### config.mk
export PLATFORM = sky130hd
export DESIGN_NAME = write_once_config_and_watchdog
export DESIGN_NICKNAME = d
export VERILOG_FILES = /design/src/inc/wdt_pkg.sv /design/src/logic/reset_stretcher.sv /design/src/logic/write_once_config_and_watchdog.sv
export SDC_FILE = /design/constraint.sdc
export NUM_CORES = 1
export LEC_CHECK = 0
export BUFFER_PORTS_ARGS = -buffer_cell sky130_fd_sc_hd__buf_2
export CORE_UTILIZATION = 55
export DETAILED_ROUTE_END_ITERATION = 16
export PLACE_DENSITY = 0.86
export SLEW_MARGIN = 20
export SYNTH_ARGS = -nofsm -noshare
export SYNTH_HDL_FRONTEND = slang
export SYNTH_SLANG_ARGS = --single-unit
### constraint.sdc
create_clock -name aclk -period 5.5 [get_ports aclk]
set_input_delay 1.1 -clock aclk [delete_from_list [all_inputs] [get_ports aclk]]
set_output_delay 1.1 -clock aclk [all_outputs]
set_load 0.03 [all_outputs]
### src/inc/wdt_pkg.sv
// Constants for the write-once option registers and the watchdog.
// Assumes one clock, aclk, that also stands for the crystal clock.
// Behaviour
// - Option registers take one write per reset
// - Reset clears options except supply-range select
// - Supply-range select cleared only by power-on
// - Oscillator runs in stop when enabled
// - Serial clock: bus clock or oscillator
// - Rate bit picks short or long timeout
// - Monitor runs in stop when enabled and not powered down
// - Reset-disable bit blocks monitor resets
// - Power-disable bit switches monitor off
// - Supply-range bit selects 5 V or 3 V
// - Short recovery 32 cycles, else 4096
// - External reset exit always uses long recovery
// - Stop disabled means illegal opcode
// - Disable bit stops watchdog resets
// - Six-bit counter behind twelve-bit prescaler overflows
// - Service write clears counter and upper prescaler
// - Service read returns reset vector low byte
// - Watchdog reset: pin low 32, cause flag
// - Watchdog off under test voltage conditions
// - Stop instruction clears the prescaler when stop is enabled
// - Prescaler cleared 4096 cycles after power-up
// - Internal reset clears prescaler and counter
// - No counting during stop mode
// - Reset vector fetch clears the prescaler
`default_nettype none

package wdt_pkg;

	// Bus geometry and register word indices
	localparam int unsigned ADDR_W              = 18;
	localparam int unsigned DATA_W              = 32;
	localparam logic [17:0] IDX_OPTION_ONE      = 18'h0_001f;
	localparam logic [17:0] IDX_OPTION_TWO      = 18'h0_001e;
	localparam logic [17:0] IDX_WATCHDOG_SVC    = 18'h0_ffff;
	localparam logic [17:0] IDX_RESET_CAUSE     = 18'h0_0020;
	localparam logic [17:0] ADDR_OPTION_ONE     = 18'(IDX_OPTION_ONE << 2);
	localparam logic [17:0] ADDR_OPTION_TWO     = 18'(IDX_OPTION_TWO << 2);
	localparam logic [17:0] ADDR_WATCHDOG_SVC   = 18'(IDX_WATCHDOG_SVC << 2);
	localparam logic [17:0] ADDR_RESET_CAUSE    = 18'(IDX_RESET_CAUSE << 2);
	localparam logic [1:0]  RESP_OKAY           = 2'h0;
	localparam logic [1:0]  RESP_SLVERR         = 2'h2;

	// Option register one fields
	localparam int unsigned OPT1_RATE           = 7;
	localparam int unsigned OPT1_MON_IN_STOP    = 6;
	localparam int unsigned OPT1_MON_RST_DIS    = 5;
	localparam int unsigned OPT1_MON_PWR_DIS    = 4;
	localparam int unsigned OPT1_RANGE          = 3;
	localparam int unsigned OPT1_SHORT_REC      = 2;
	localparam int unsigned OPT1_STOP_EN        = 1;
	localparam int unsigned OPT1_WD_DIS         = 0;

	// Option register two fields
	localparam int unsigned OPT2_OSC_IN_STOP    = 1;
	localparam int unsigned OPT2_SERIAL_SRC     = 0;
	localparam logic [7:0]  OPT2_USED_MASK      = 8'h03;

	// Reset cause register fields
	localparam int unsigned CAUSE_WATCHDOG      = 0;

	// Watchdog timing, in crystal cycles
	localparam int unsigned PRESCALE_W          = 12;
	localparam int unsigned COUNTER_W           = 6;
	localparam int unsigned FAST_TAP_W          = 7;
	localparam int unsigned TIMEOUT_SHORTFALL   = 16;
	localparam logic [11:0] SERVICE_CLEAR_MASK  = 12'h0ff0;
	localparam int unsigned RESET_PIN_CYCLES    = 32;
	localparam int unsigned POR_CLEAR_CYCLES    = 4096;
	localparam logic [12:0] RECOVERY_SHORT      = 13'h0020;
	localparam logic [12:0] RECOVERY_LONG       = 13'h1000;

endpackage : wdt_pkg

`default_nettype wire

### src/logic/reset_stretcher.sv
// Stretches a one-cycle reset request into a fixed-length pin pulse.
// Assumes the request comes from logic on the same clock.
`default_nettype none

module reset_stretcher #(
	parameter int unsigned CYCLES = 32
) (
	// Clock and reset
	input  wire logic aclk,
	input  wire logic aresetn,
	// Request and pin
	input  wire logic request,
	output var  logic pin_low_q
);

	localparam int unsigned CNT_W = $clog2(CYCLES + 1);
	localparam logic [CNT_W-1:0] LOAD = CNT_W'(CYCLES);

	logic [CNT_W-1:0] remain_q;

	always_ff @(posedge aclk) begin
		if (!aresetn) begin
			remain_q <= '0;
		end else if (request) begin
			remain_q <= LOAD;
		end else if (remain_q != '0) begin
			remain_q <= remain_q - CNT_W'(1);
		end
	end

	// Pin is low exactly while the count runs
	always_ff @(posedge aclk) begin
		if (!aresetn) begin
			pin_low_q <= 1'b0;
		end else begin
			pin_low_q <= request || (remain_q > CNT_W'(1));
		end
	end

endmodule : reset_stretcher

`default_nettype wire

### src/logic/write_once_config_and_watchdog.sv
// Write-once option registers and the watchdog they configure.
// Assumes aclk is the crystal clock and aresetn is the power-on reset;
// other internal resets arrive as a one-cycle pulse on internal_reset.
//
// Decided for this implementation: the AXI4-Lite slave port.
`default_nettype none

module write_once_config_and_watchdog #(
	parameter int unsigned PRE_W            = wdt_pkg::PRESCALE_W,
	parameter int unsigned CNT_W            = wdt_pkg::COUNTER_W,
	parameter int unsigned POR_DELAY        = wdt_pkg::POR_CLEAR_CYCLES,
	parameter int unsigned RST_CYCLES       = wdt_pkg::RESET_PIN_CYCLES,
	parameter logic [7:0]  RESET_VECTOR_LOW = 8'h00
) (
	// Clock and reset
	input  wire logic        aclk,
	input  wire logic        aresetn,
	// AXI4-Lite write address
	input  wire logic [17:0] s_axi_awaddr,
	input  wire logic [2:0]  s_axi_awprot,
	input  wire logic        s_axi_awvalid,
	output var  logic        s_axi_awready,
	// AXI4-Lite write data
	input  wire logic [31:0] s_axi_wdata,
	input  wire logic [3:0]  s_axi_wstrb,
	input  wire logic        s_axi_wvalid,
	output var  logic        s_axi_wready,
	// AXI4-Lite write response
	output var  logic [1:0]  s_axi_bresp,
	output var  logic        s_axi_bvalid,
	input  wire logic        s_axi_bready,
	// AXI4-Lite read address
	input  wire logic [17:0] s_axi_araddr,
	input  wire logic [2:0]  s_axi_arprot,
	input  wire logic        s_axi_arvalid,
	output var  logic        s_axi_arready,
	// AXI4-Lite read data
	output var  logic [31:0] s_axi_rdata,
	output var  logic [1:0]  s_axi_rresp,
	output var  logic        s_axi_rvalid,
	input  wire logic        s_axi_rready,
	// System events
	input  wire logic        internal_reset,
	input  wire logic        stop_instr,
	input  wire logic        stop_mode,
	input  wire logic        stop_exit_by_reset,
	input  wire logic        vector_fetch,
	input  wire logic        monitor_mode,
	input  wire logic        break_state,
	// Test voltage detectors on the reset and interrupt pins
	input  wire logic        test_voltage_level_rst,
	input  wire logic        test_voltage_level_irq,
	// Voltage monitor
	input  wire logic        voltage_monitor_reset_req,
	output var  logic        voltage_monitor_reset_q,
	output var  logic        voltage_monitor_power_on_q,
	output var  logic        voltage_monitor_stop_run_q,
	output var  logic        voltage_monitor_trip_5v_q,
	// Clocking options
	output var  logic        osc_enable_q,
	output var  logic        serial_clock_internal_q,
	// Stop control
	output var  logic        stop_honoured_q,
	output var  logic        stop_illegal_q,
	output var  logic [12:0] stop_recovery_cycles_q,
	// Watchdog reset
	output var  logic        watchdog_reset_req_q,
	output var  logic        reset_pin_o,
	output var  logic        reset_pin_oe_q
);

	localparam logic [PRE_W-1:0] PRE_ALL   = '1;
	localparam logic [CNT_W-1:0] CNT_ALL   = '1;
	localparam logic [PRE_W-1:0] TERM_SLOW =
		PRE_W'((2 ** PRE_W) - wdt_pkg::TIMEOUT_SHORTFALL - 1);
	localparam logic [PRE_W-1:0] TERM_FAST =
		PRE_W'((2 ** wdt_pkg::FAST_TAP_W) - wdt_pkg::TIMEOUT_SHORTFALL - 1);
	localparam logic [PRE_W-1:0] FAST_MASK =
		PRE_W'((2 ** wdt_pkg::FAST_TAP_W) - 1);
	localparam int unsigned POR_W = $clog2(POR_DELAY + 1);
	localparam logic [POR_W-1:0] POR_LAST = POR_W'(POR_DELAY);

	// Bus state
	logic [17:0] wr_addr_q;
	logic [31:0] wr_data_q;
	logic        wr_lane0_q;
	logic        wr_en;
	logic        wr_opt1;
	logic        wr_opt2;
	logic        wr_svc;
	logic        wr_cause;
	logic        wr_hit;
	logic [31:0] rd_value;
	logic        rd_hit;

	// Option state
	logic [7:0]  opt1_q;
	logic [7:0]  opt2_q;
	logic        opt1_done_q;
	logic        opt2_done_q;
	logic        range_q;
	logic        range_done_q;
	logic        cause_q;

	// Test voltage synchronisers
	logic [1:0]  tst_rst_sync_q;
	logic [1:0]  tst_irq_sync_q;
	logic        tst_rst;
	logic        tst_irq;

	// Watchdog state
	logic [PRE_W-1:0] pre_q;
	logic [CNT_W-1:0] cnt_q;
	logic [POR_W-1:0] por_cnt_q;
	logic             por_clear_q;
	logic             wd_off;
	logic             tick;
	logic             overflow;
	logic             pre_clear;

	// Write channels: each address and data is held until the response
	always_ff @(posedge aclk) begin
		if (!aresetn) begin
			s_axi_awready <= 1'b1;
			wr_addr_q     <= '0;
		end else if (s_axi_awvalid && s_axi_awready) begin
			s_axi_awready <= 1'b0;
			wr_addr_q     <= s_axi_awaddr;
		end else if (s_axi_bvalid && s_axi_bready) begin
			s_axi_awready <= 1'b1;
		end
	end

	always_ff @(posedge aclk) begin
		if (!aresetn) begin
			s_axi_wready <= 1'b1;
			wr_data_q    <= '0;
			wr_lane0_q   <= 1'b0;
		end else if (s_axi_wvalid && s_axi_wready) begin
			s_axi_wready <= 1'b0;
			wr_data_q    <= s_axi_wdata;
			wr_lane0_q   <= s_axi_wstrb[0];
		end else if (s_axi_bvalid && s_axi_bready) begin
			s_axi_wready <= 1'b1;
		end
	end

	assign wr_en    = !s_axi_awready && !s_axi_wready && !s_axi_bvalid;
	assign wr_opt1  = wr_en && wr_lane0_q && (wr_addr_q == wdt_pkg::ADDR_OPTION_ONE);
	assign wr_opt2  = wr_en && wr_lane0_q && (wr_addr_q == wdt_pkg::ADDR_OPTION_TWO);
	assign wr_svc   = wr_en && (wr_addr_q == wdt_pkg::ADDR_WATCHDOG_SVC);
	assign wr_cause = wr_en && wr_lane0_q && (wr_addr_q == wdt_pkg::ADDR_RESET_CAUSE);
	assign wr_hit   = (wr_addr_q == wdt_pkg::ADDR_OPTION_ONE)
		|| (wr_addr_q == wdt_pkg::ADDR_OPTION_TWO)
		|| (wr_addr_q == wdt_pkg::ADDR_WATCHDOG_SVC)
		|| (wr_addr_q == wdt_pkg::ADDR_RESET_CAUSE);

	always_ff @(posedge aclk) begin
		if (!aresetn) begin
			s_axi_bvalid <= 1'b0;
			s_axi_bresp  <= wdt_pkg::RESP_OKAY;
		end else if (wr_en) begin
			s_axi_bvalid <= 1'b1;
			s_axi_bresp  <= wr_hit ? wdt_pkg::RESP_OKAY : wdt_pkg::RESP_SLVERR;
		end else if (s_axi_bvalid && s_axi_bready) begin
			s_axi_bvalid <= 1'b0;
		end
	end

	// Read decode
	always_comb begin
		rd_value = '0;
		rd_hit   = 1'b1;
		unique case (s_axi_araddr)
			wdt_pkg::ADDR_OPTION_ONE: begin
				rd_value[7:0] = {opt1_q[7:4], range_q, opt1_q[2:0]};
			end
			wdt_pkg::ADDR_OPTION_TWO: begin
				rd_value[7:0] = opt2_q;
			end
			wdt_pkg::ADDR_WATCHDOG_SVC: begin
				rd_value[7:0] = RESET_VECTOR_LOW;
			end
			wdt_pkg::ADDR_RESET_CAUSE: begin
				rd_value[wdt_pkg::CAUSE_WATCHDOG] = cause_q;
			end
			default: begin
				rd_hit = 1'b0;
			end
		endcase
	end

	always_ff @(posedge aclk) begin
		if (!aresetn) begin
			s_axi_arready <= 1'b1;
			s_axi_rvalid  <= 1'b0;
			s_axi_rdata   <= '0;
			s_axi_rresp   <= wdt_pkg::RESP_OKAY;
		end else if (s_axi_arvalid && s_axi_arready) begin
			s_axi_arready <= 1'b0;
			s_axi_rvalid  <= 1'b1;
			s_axi_rdata   <= rd_value;
			s_axi_rresp   <= rd_hit ? wdt_pkg::RESP_OKAY : wdt_pkg::RESP_SLVERR;
		end else if (s_axi_rvalid && s_axi_rready) begin
			s_axi_arready <= 1'b1;
			s_axi_rvalid  <= 1'b0;
		end
	end

	// Option registers: first write after reset sticks
	always_ff @(posedge aclk) begin
		if (!aresetn || internal_reset) begin
			opt1_q      <= '0;
			opt1_done_q <= 1'b0;
		end else if (wr_opt1 && !opt1_done_q) begin
			opt1_q      <= wr_data_q[7:0];
			opt1_done_q <= 1'b1;
		end
	end

	always_ff @(posedge aclk) begin
		if (!aresetn || internal_reset) begin
			opt2_q      <= '0;
			opt2_done_q <= 1'b0;
		end else if (wr_opt2 && !opt2_done_q) begin
			opt2_q      <= wr_data_q[7:0] & wdt_pkg::OPT2_USED_MASK;
			opt2_done_q <= 1'b1;
		end
	end

	// Supply-range bit survives internal resets
	always_ff @(posedge aclk) begin
		if (!aresetn) begin
			range_q      <= 1'b0;
			range_done_q <= 1'b0;
		end else if (wr_opt1 && !range_done_q) begin
			range_q      <= wr_data_q[wdt_pkg::OPT1_RANGE];
			range_done_q <= 1'b1;
		end
	end

	// Cause flag: set wins over a write-one clear
	always_ff @(posedge aclk) begin
		if (!aresetn) begin
			cause_q <= 1'b0;
		end else if (overflow) begin
			cause_q <= 1'b1;
		end else if (wr_cause && wr_data_q[wdt_pkg::CAUSE_WATCHDOG]) begin
			cause_q <= 1'b0;
		end
	end

	// Pin-level detectors cross into aclk
	always_ff @(posedge aclk) begin
		if (!aresetn) begin
			tst_rst_sync_q <= '0;
			tst_irq_sync_q <= '0;
		end else begin
			tst_rst_sync_q <= {tst_rst_sync_q[0], test_voltage_level_rst};
			tst_irq_sync_q <= {tst_irq_sync_q[0], test_voltage_level_irq};
		end
	end

	assign tst_rst = tst_rst_sync_q[1];
	assign tst_irq = tst_irq_sync_q[1];

	// One clear of the prescaler a fixed time after power-up
	always_ff @(posedge aclk) begin
		if (!aresetn) begin
			por_cnt_q   <= '0;
			por_clear_q <= 1'b0;
		end else if (por_cnt_q != POR_LAST) begin
			por_cnt_q   <= por_cnt_q + POR_W'(1);
			por_clear_q <= (por_cnt_q == POR_LAST - POR_W'(1));
		end else begin
			por_clear_q <= 1'b0;
		end
	end

	// Watchdog enables and events
	assign wd_off = opt1_q[wdt_pkg::OPT1_WD_DIS]
		|| (monitor_mode && (tst_rst || tst_irq))
		|| (break_state && tst_rst);

	assign tick = opt1_q[wdt_pkg::OPT1_RATE]
		? ((pre_q & FAST_MASK) == FAST_MASK)
		: (pre_q == PRE_ALL);

	assign overflow = !wd_off && !stop_mode && (cnt_q == CNT_ALL)
		&& (opt1_q[wdt_pkg::OPT1_RATE]
			? ((pre_q & FAST_MASK) == TERM_FAST)
			: (pre_q == TERM_SLOW));

	assign pre_clear = (stop_instr && opt1_q[wdt_pkg::OPT1_STOP_EN])
		|| vector_fetch
		|| por_clear_q;

	// Prescaler
	always_ff @(posedge aclk) begin
		if (!aresetn || internal_reset || wd_off || overflow) begin
			pre_q <= '0;
		end else if (pre_clear) begin
			pre_q <= '0;
		end else if (wr_svc) begin
			pre_q <= pre_q & ~PRE_W'(wdt_pkg::SERVICE_CLEAR_MASK);
		end else if (!stop_mode) begin
			pre_q <= pre_q + PRE_W'(1);
		end
	end

	// Six-bit counter
	always_ff @(posedge aclk) begin
		if (!aresetn || internal_reset || wd_off || overflow) begin
			cnt_q <= '0;
		end else if (wr_svc) begin
			cnt_q <= '0;
		end else if (!stop_mode && tick) begin
			cnt_q <= cnt_q + CNT_W'(1);
		end
	end

	// One-cycle overflow request
	always_ff @(posedge aclk) begin
		if (!aresetn) begin
			watchdog_reset_req_q <= 1'b0;
		end else begin
			watchdog_reset_req_q <= overflow;
		end
	end

	// Reset pin drive, open drain
	reset_stretcher #(
		.CYCLES    (RST_CYCLES)
	) u_stretch (
		.aclk      (aclk),
		.aresetn   (aresetn),
		.request   (overflow),
		.pin_low_q (reset_pin_oe_q)
	);

	always_ff @(posedge aclk) begin
		if (!aresetn) begin
			reset_pin_o <= 1'b0;
		end else begin
			reset_pin_o <= 1'b0;
		end
	end

	// Stop instruction handling
	always_ff @(posedge aclk) begin
		if (!aresetn) begin
			stop_honoured_q <= 1'b0;
			stop_illegal_q  <= 1'b0;
		end else begin
			stop_honoured_q <= stop_instr && opt1_q[wdt_pkg::OPT1_STOP_EN];
			stop_illegal_q  <= stop_instr && !opt1_q[wdt_pkg::OPT1_STOP_EN];
		end
	end

	always_ff @(posedge aclk) begin
		if (!aresetn) begin
			stop_recovery_cycles_q <= wdt_pkg::RECOVERY_LONG;
		end else if (opt1_q[wdt_pkg::OPT1_SHORT_REC] && !stop_exit_by_reset) begin
			stop_recovery_cycles_q <= wdt_pkg::RECOVERY_SHORT;
		end else begin
			stop_recovery_cycles_q <= wdt_pkg::RECOVERY_LONG;
		end
	end

	// Voltage monitor controls
	always_ff @(posedge aclk) begin
		if (!aresetn) begin
			voltage_monitor_reset_q    <= 1'b0;
			voltage_monitor_power_on_q <= 1'b0;
			voltage_monitor_stop_run_q <= 1'b0;
			voltage_monitor_trip_5v_q  <= 1'b0;
		end else begin
			voltage_monitor_reset_q    <= voltage_monitor_reset_req
				&& !opt1_q[wdt_pkg::OPT1_MON_RST_DIS];
			voltage_monitor_power_on_q <= !opt1_q[wdt_pkg::OPT1_MON_PWR_DIS];
			voltage_monitor_stop_run_q <= opt1_q[wdt_pkg::OPT1_MON_IN_STOP]
				&& !opt1_q[wdt_pkg::OPT1_MON_PWR_DIS];
			voltage_monitor_trip_5v_q  <= range_q;
		end
	end

	// Clock options
	always_ff @(posedge aclk) begin
		if (!aresetn) begin
			osc_enable_q            <= 1'b0;
			serial_clock_internal_q <= 1'b0;
		end else begin
			osc_enable_q            <= !stop_mode
				|| opt2_q[wdt_pkg::OPT2_OSC_IN_STOP];
			serial_clock_internal_q <= opt2_q[wdt_pkg::OPT2_SERIAL_SRC];
		end
	end

endmodule : write_once_config_and_watchdog

`default_nettype wire

After elaboration in Yosys (flattened, before gate mapping)
Cells that the tools add are included.
{"block": "word_totals", "wordCells": 149, "ff_bits": 124, "out_inout_bits": 65, "input_bits": 95}
{"block": "op_classes", "magnitude_cmp": 1, "n_addsub": 4, "eq_ne": 15, "reduce_logical": 67, "muxes": 21, "bitwise_logic": 3}
{"operator": "$eq A18 B7 Y1 const B", "n": 4}
{"operator": "$eq A18 B18 Y1 const B", "n": 2}
{"operator": "$eq A18 B8 Y1 const B", "n": 2}
{"operator": "$logic_and A1 B1 Y1", "n": 27}
{"operator": "$eq A12 B12 Y1 const B", "n": 2}
{"operator": "$eq A7 B7 Y1 const B", "n": 2}
{"operator": "$mux W1", "n": 14}
{"operator": "$pmux W7 S2", "n": 1}
{"operator": "$add A13 B1 Y13 const B", "n": 1}
{"operator": "$eq A13 B12 Y1 const B", "n": 1}
{"operator": "$logic_not A1 Y1", "n": 13}
{"operator": "$logic_or A1 B1 Y1", "n": 13}
{"operator": "$mux W13", "n": 1}
{"operator": "$ne A13 B13 Y1 const B", "n": 1}
{"operator": "$add A12 B1 Y12 const B", "n": 1}
{"operator": "$mux W6", "n": 2}
{"operator": "$reduce_bool A2 Y1", "n": 6}
{"operator": "$add A6 B1 Y6 const B", "n": 1}
{"operator": "$eq A6 B6 Y1 const B", "n": 1}
{"operator": "$gt A6 B1 Y1 const B", "n": 1}
{"operator": "$reduce_bool A6 Y1", "n": 1}
{"operator": "$reduce_or A2 Y1", "n": 3}
{"operator": "$sub A6 B1 Y6 const B", "n": 1}
{"operator": "$mux W2", "n": 2}
{"operator": "5 further kinds", "n": 8}

Longest topological paths before layout
Gate-level depths: netlist of the first run.
{"block": "logic_depth", "depth_word": 10, "ltp_mapped": 7, "depth_no_buf": 7}

By module
A second synthesis of the first run with hierarchy kept.
{"block": "hier_totals", "cells_unflattened": 540, "area_unflattened_um2": 4842.1}
{"module": "write_once_config_and_watchdog", "area_per_inst_um2": 4494.3, "seq_area_each_um2": 2062.0, "cells_per_inst": 504, "instances": 1}
{"module": "reset_stretcher", "area_per_inst_um2": 347.8, "seq_area_each_um2": 140.1, "cells_per_inst": 36, "instances": 1}

Worst setup path after synthesis of the first run
OpenSTA, ideal clock, no wires.
{"block": "synth_timing", "path_kind": "in2reg", "start": "input port stop_mode", "end": "register u_stretch.remain_q[2]", "required_time_ps": 5367, "slack_ps": 3087, "setup_time_ps": 133, "arrival_time_ps": 2280, "stages": 6, "n_path_buf": 1, "cell_sequence": "and4b_1 -> buf_4 -> nand3_2 -> or4_4 -> o21ai_4 -> nor3_1"}
{"block": "synth_between", "elab_chain_cells": 5}
{"item": "from (decl)", "line": "write_once_config_and_watchdog.sv:45", "text": "input wire logic stop_mode,"}
{"item": "$logic_not A1 Y1", "line": "write_once_config_and_watchdog.sv:289", "text": "assign overflow = !wd_off && !stop_mode && (cnt_q == CNT_ALL)"}
{"item": "$logic_and A1 B1 Y1 (2 in a row)", "line": "write_once_config_and_watchdog.sv:289"}
{"item": "$logic_and A1 B1 Y1", "line": "write_once_config_and_watchdog.sv:290", "text": "&& (opt1_q[wdt_pkg::OPT1_RATE]"}
{"item": "$reduce_or A2 Y1 (no source line)"}
{"item": "to (signal assigned)", "line": "reset_stretcher.sv:27", "text": "remain_q <= remain_q - CNT_W'(1);"}
{"item": "to (decl)", "line": "reset_stretcher.sv:19", "text": "logic [CNT_W-1:0] remain_q;"}
No other way between the ends.
A chain may end at the register's enable or synchronous reset.

Final worst setup path of the first run
{"block": "layout_timing", "start": "input port aresetn", "end": "register opt1_q[2]"}
{"block": "layout_between", "elab_chain_cells": 2}
{"item": "from (decl)", "line": "write_once_config_and_watchdog.sv:17", "text": "input wire logic aresetn,"}
{"item": "$logic_not A1 Y1"}
{"item": "$logic_or A1 B1 Y1", "line": "write_once_config_and_watchdog.sv:212", "text": "if (!aresetn || internal_reset) begin"}
{"item": "to (signal assigned)", "line": "write_once_config_and_watchdog.sv:216", "text": "opt1_q <= wr_data_q[7:0];"}
{"item": "to (decl)", "line": "write_once_config_and_watchdog.sv:97", "text": "logic [7:0] opt1_q;"}
No other way between the ends.

==> results of run 1 <==
[state kept, by name, indices dropped and copies added, names as in the netlist, 6 cells and up]
signal	flops
por_cnt_q	13
cnt_q	6
s_axi_rdata	8
wr_addr_q	18
opt1_q	7
u_stretch.remain_q	6
wr_data_q	8
pre_q	12
[cell type report]
type                       count  share of cell area
tap                          108              0.0246
multi-input combinational    421               0.450
inverter                       9             0.00615
clock buffer                  11              0.0257
sequential                   110               0.401
clock inverter                 5              0.0107
timing repair buffer          89              0.0815
[cell families (layout without fill, tap and decap cells)]
family / after synthesis / after routing / share of synthesized area
adder cells (fa/ha/maj): 6 / 6 / 0.0152
multiplexers: 6 / 6 / 0.0124
buffers and inverters: 67 / 114 / 0.0811
other: 1 / 38 / 0.000760
XOR/XNOR: 26 / 26 / 0.0461
AO/OA/AOI/OAI: 82 / 82 / 0.115
flip-flops: 110 / 110 / 0.446
AND/OR/NAND/NOR: 263 / 263 / 0.283
[metal layers]
| layer | track usage | part of all wire | vias up |
|---|---|---|---|
| met5 | 0 | 0 | - |
| met4 | 0.0666 | 0.014 | 0 |
| met3 | 0.0477 | 0.050 | 15 |
| li1 | - | - | 2004 |
| met2 | 0.362 | 0.50 | 116 |
| met1 | 0.261 | 0.44 | 1841 |
[path summary, 6_finish.rpt]
check / endpoint / slack, ns
worst min register to register: tst_rst_sync_q[1] / 0.44
worst min-delay path: tst_rst_sync_q[1] / 0.44
worst max-delay path: opt1_q[2] / 3.05
worst max register to register: u_stretch.remain_q[2] / 3.52
[synthesized netlist by cell type, types with 11 or more instances]
| cell | instances | area (sq um) |
|---|---|---|
| nor4_1 | 11 | 68.8 |
| nand3_1 | 24 | 120 |
| buf_4 | 39 | 293 |
| nor2_1 | 28 | 105 |
| dfxtp_1 | 110 | 2200 |
| a21boi_0 | 30 | 225 |
| clkbuf_1 | 17 | 63.8 |
| nor2b_1 | 13 | 81.3 |
| o21ai_0 | 18 | 90.1 |
| xnor2_1 | 18 | 158 |
| nand2_1 | 95 | 357 |
| and2_1 | 22 | 138 |
| nor3_1 | 17 | 85.1 |
[critical path: stages]
cell	delay (ns)
buf_2	0.07
buf_4	0.51
nor2b_2	0.73
nand2_1	0.11
o21ai_0	0.20
[power by group]
part | total [mW] | internal (mW) | leakage, nW | switching, mW
registers | 0.874 | 0.839 | 0.896 | 0.0354
clock network | 0.489 | 0.223 | 0.0955 | 0.266
logic | 0.268 | 0.0998 | 1.18 | 0.169
total | 1.63 | 1.16 | 2.18 | 0.470
[metrics by stage]
stage / worst slack, ns / utilization / instance area (sq um)
final: 3.05 / 0.630 / 5490
after global routing: 2.82 / 0.630 / 5490
after global placement: 2.46 / 0.607 / 5290
after CTS: 2.72 / 0.630 / 5490
after detailed placement: 2.33 / 0.607 / 5290
after floorplan: 3.09 / - / 5070
[layout by cell type (no fill, tap or decap), drive strengths merged, types with 2 or more instances in the layout]
cell type  instances
and3               6
nor3b              2
a21boi            30
nand3             26
and2              22
a21oi             11
and4               2
xor2               8
dfxtp            110
ha                 6
buf               89
nor4b              7
clkbuf            11
xnor2             18
or3                6
nand2b             5
conb              38
o21a               7
a32oi              6
clkinvlp           2
nor2b             13
nor3              19
nor4              12
nand4b             4
clkinv             2
inv                9
nand4             10
a211oi             2
nor2              28
nand3b             3
mux2i              5
o21ai             19
nand2             95
==> impl_metrics.toml, run 1 <==
[grt]
antenna_found_initial = 0
grt_pass1_wl_mm = 16.5
grt_pass1_vias = 3769
grt-ovfl-total = 0
grt_usage = 0.211
grt_max_degree = 80

[sta]
setup_viol_count_final = 0
fin_setup_tns_ns = 0
slew_headroom = 0.515
hold_viol = 0
rsz0062_at_grt = "false"
finalCriticalPeriod_ns = 2.45
fin_hold_ws_ns = 0.444
final_max_slew_viol_count = 0
skew_ns = 0.00637
fmax_mhz = 408
worst_pin_slew_ns = 0.724
period_share = 0.445

[place]
dpl.hpwl_mm = 7.08
io_buffer_count = 88
place_congestion = 0.812
placed_cells = 737

[routing]
drt_iter0_markers = 224
via_per_inst = 5.28
wire_per_inst_um = 12.8
dr_total_vias = 3976
dr.pass1.iters = 4
drc = 0
ant_nets = 0
wirelength_mm = 9.65

[power]
vdd_drop_max_uv = 137
total_power_mw = 1.63
cellPowerDensity_mw_per_mm2 = 297
p_leak_nw = 2.18

[clocking]
clkTransAtPathRegs_ns = 0.10
cts_setup_buffers = 0
htreeDepth = 3
cts_hold_buf = 0
cts_buffers = 9
cts-resized-gates = 0
clk_path_buf_depth = 2
numClockSinks = 110
insertion_delay_ns = 0.37
cts_root_buf = "clkbuf_8"
cts_tree = "built"

[floorplan]
fp.dieH_um = 96.7
boundaryPins = 160
core_sq_mm = 0.00872
die_width_um = 96.7
die_area_sq_mm = 0.00935
rows = 34
initial_utilization = 0.566

[setup_path]
cp-start-kind = "primary input"
cp-end-kind = "flip-flop"
rr_startpoint = "pre_q[0]"
startpoint = "aresetn"
r2r_cells = 6
worstPathMaxFanout = 79
worstPathRequired_ns = 5.78
crit_type = "in -> reg"
critPathArrivalTime_ns = 2.73

[synth]
seq_area_frac_synth = 0.446
synth-main-ff-cell = "dfxtp_1"
yosys_warnings = 0
synth_cell_type_count = 51
postSynth.asyncResetShare = 0
ys_ff_latch = 110
synth-edff-count = 0
syn_inst = 561
avgSynthCellArea_sq_um = 8.80
synthesis.area_sq_mm = 0.00493

[job]
drv_cap = 0

[layout]
multi_input_area_sq_mm = 0.00247
areaGrowthSynthToFinish_pct = 11.3
nFillCells = 736
antennaDiodeCount = 0
regArea_sq_mm = 0.00220
nNetsFinal = 741
drive_gt1_frac = 0.183
fin_cells = 753

[outcome]
status = "finished, final reports clean"

[min_path]
worstHoldStart = "tst_rst_sync_q[0]"
hold_class = "reg -> reg"
worstHoldPathCells = 1
No activity file was read; power rests on OpenSTA's default activity.
==> inputs of run 2 (changes only) <==
--- a/config.mk
+++ b/config.mk
@@ -6,9 +6,9 @@
 export NUM_CORES = 1
 export LEC_CHECK = 0
 export BUFFER_PORTS_ARGS = -buffer_cell sky130_fd_sc_hd__buf_2
-export CORE_UTILIZATION = 55
+export CORE_UTILIZATION = 51
 export DETAILED_ROUTE_END_ITERATION = 16
-export PLACE_DENSITY = 0.86
+export PLACE_DENSITY = 0.8
 export SLEW_MARGIN = 20
 export SYNTH_ARGS = -nofsm -noshare
 export SYNTH_HDL_FRONTEND = slang
==> constraint.sdc (replaced) <==
create_clock -name aclk -period 2.5 [get_ports aclk]
set_input_delay 0.5 -clock aclk [delete_from_list [all_inputs] [get_ports aclk]]
set_output_delay 0.5 -clock aclk [all_outputs]
set_load 0.03 [all_outputs]
==> impl_metrics.toml, run 2 (synthesized netlist as in run 1, its figures left out) <==
[sta]
final_max_slew_viol_count = 0
period_share = 0.784
fin_setup_tns_ns = 0
slew_headroom = 0.574
rsz0062_at_grt = "false"
setup_slack_ns = 0.540
finalCriticalPeriod_ns = 1.96
setup_viol_count_final = 0
fin_hold_ws_ns = 0.332
worst_pin_slew_ns = 0.635
fmax_mhz = 510
hold_viol = 0
skew_ns = 0.0138

[place]
dpl.hpwl_mm = 7.49
dpl_cell_area_sq_mm = 0.00534
place_congestion = 0.827
placed_cells = 761
io_buffer_count = 88
place_ws_ns = 0.407

[floorplan]
die_width_um = 100
core_sq_mm = 0.00933
rows = 35
initial_utilization = 0.529
die_area_sq_mm = 0.0101
fp.dieH_um = 100
boundaryPins = 160

[layout]
final_cell_mix = "110 x dfxtp_1, 95 x nand2_1, 88 x buf_2, 38 x conb_1, 30 x a21boi_0"
regArea_sq_mm = 0.00220
drive_gt1_frac = 0.185
nNetsFinal = 744
antennaDiodeCount = 0
fin_area_sq_mm = 0.00552
largestRegisters = "wr_addr_q x18, por_cnt_q x13, pre_q x12"
top_register = "wr_addr_q"
fin_cells = 777
multi_input_area_sq_mm = 0.00247
utilization = 0.592
layout_commonest_cell = "dfxtp_1"
areaGrowthSynthToFinish_pct = 11.9
largest_reg_flops = 18
nFillCells = 833

[clocking]
cts-resized-gates = 0
cts_buffers = 9
cts_root_buf = "clkbuf_8"
htreeDepth = 3
cts_tree = "built"
insertion_delay_ns = 0.37
numClockSinks = 110
cts_hold_buf = 0
clkTransAtPathRegs_ns = 0.10
clk_path_buf_depth = 2
cts_setup_buffers = 0

[grt]
grt-ovfl-total = 0
antenna_found_initial = 1
grt_max_degree = 44
grt_pass1_vias = 3683
grt_usage = 0.206
grt_pass1_wl_mm = 16.4

[power]
pwr-share-clk = 0.285
cellPowerDensity_mw_per_mm2 = 639
switching_power_mw = 1.05
p_leak_nw = 2.18
p_sw_frac = 0.296
p_int_mw = 2.48
vdd_drop_max_uv = 306
seqPwrFrac = 0.546
combPwrFrac = 0.169
total_power_mw = 3.53

[min_path]
hold_class = "in -> reg"

[routing]
via_per_inst = 5.20
wire_per_inst_um = 13.0
drt_iter0_markers = 130
wirelength_mm = 10.1
drc = 0
dr.pass1.iters = 4
ant_nets = 0
dr_total_vias = 4037

[job]
drv_cap = 0

[setup_path]
worstPathRequired_ns = 2.75
critPathArrivalTime_ns = 2.21
worstPathMaxFanout = 5
crit_type = "reg -> reg"
cp-start-kind = "flip-flop"
cp-end-kind = "flip-flop"

[outcome]
status = "finished, final reports clean"
run 2: cell count changes in the layout (fill, tap and decap cells not counted), sizes merged:
cell	previous run	this run
inv	9	10
bufinv	1	0
buf	89	92
clkinv	2	1
clkbuf	11	12
run 2: final cells by class:
| type | instances | area share |
|---|---|---|
| Inverter | 9 | 0.00612 |
| Clock buffer | 12 | 0.0281 |
| Clock inverter | 4 | 0.00521 |
| Sequential cell | 110 | 0.399 |
| Timing Repair Buffer | 92 | 0.0852 |
| Multi-Input combinational cell | 421 | 0.447 |
| Tap cell | 129 | 0.0292 |
run 2: worst paths after layout:
path	from	endpoint	slack [ns]	cells past startpoint
worst max-delay path	pre_q[0]	u_stretch.remain_q[2]	0.54	6
worst min-delay path	stop_exit_by_reset	stop_recovery_cycles_q[12]	0.33	2
worst max register to register	pre_q[0]	u_stretch.remain_q[2]	0.54	6
worst min register to register	tst_rst_sync_q[0]	tst_rst_sync_q[1]	0.43	1
run 2: power groups by stage:
stage	clock, mW	combinational, mW	sequential (mW)
floorplan	0	0.460	1.98
global placement	0	0.569	1.96
detailed placement	0	0.596	1.97
CTS	1.03	0.599	1.93
global route	1.09	0.662	1.94
finish	1.01	0.596	1.93
run 2: metal layers:
layer,routed length [um],track usage,up-vias
met3,544,0.0474,10
met5,13,0,-
met2,5100,0.362,138
li1,-,-,2012
met1,4320,0.243,1875
met4,101,0.0769,2
run 2: worst max-delay path, cell delays in order (launching register included):
cell     delay [ns]
dfxtp_1        0.39
ha_1           0.18
and4b_1        0.32
nand3_2        0.12
or4_4          0.55
o21ai_4        0.20
nor3_1         0.08
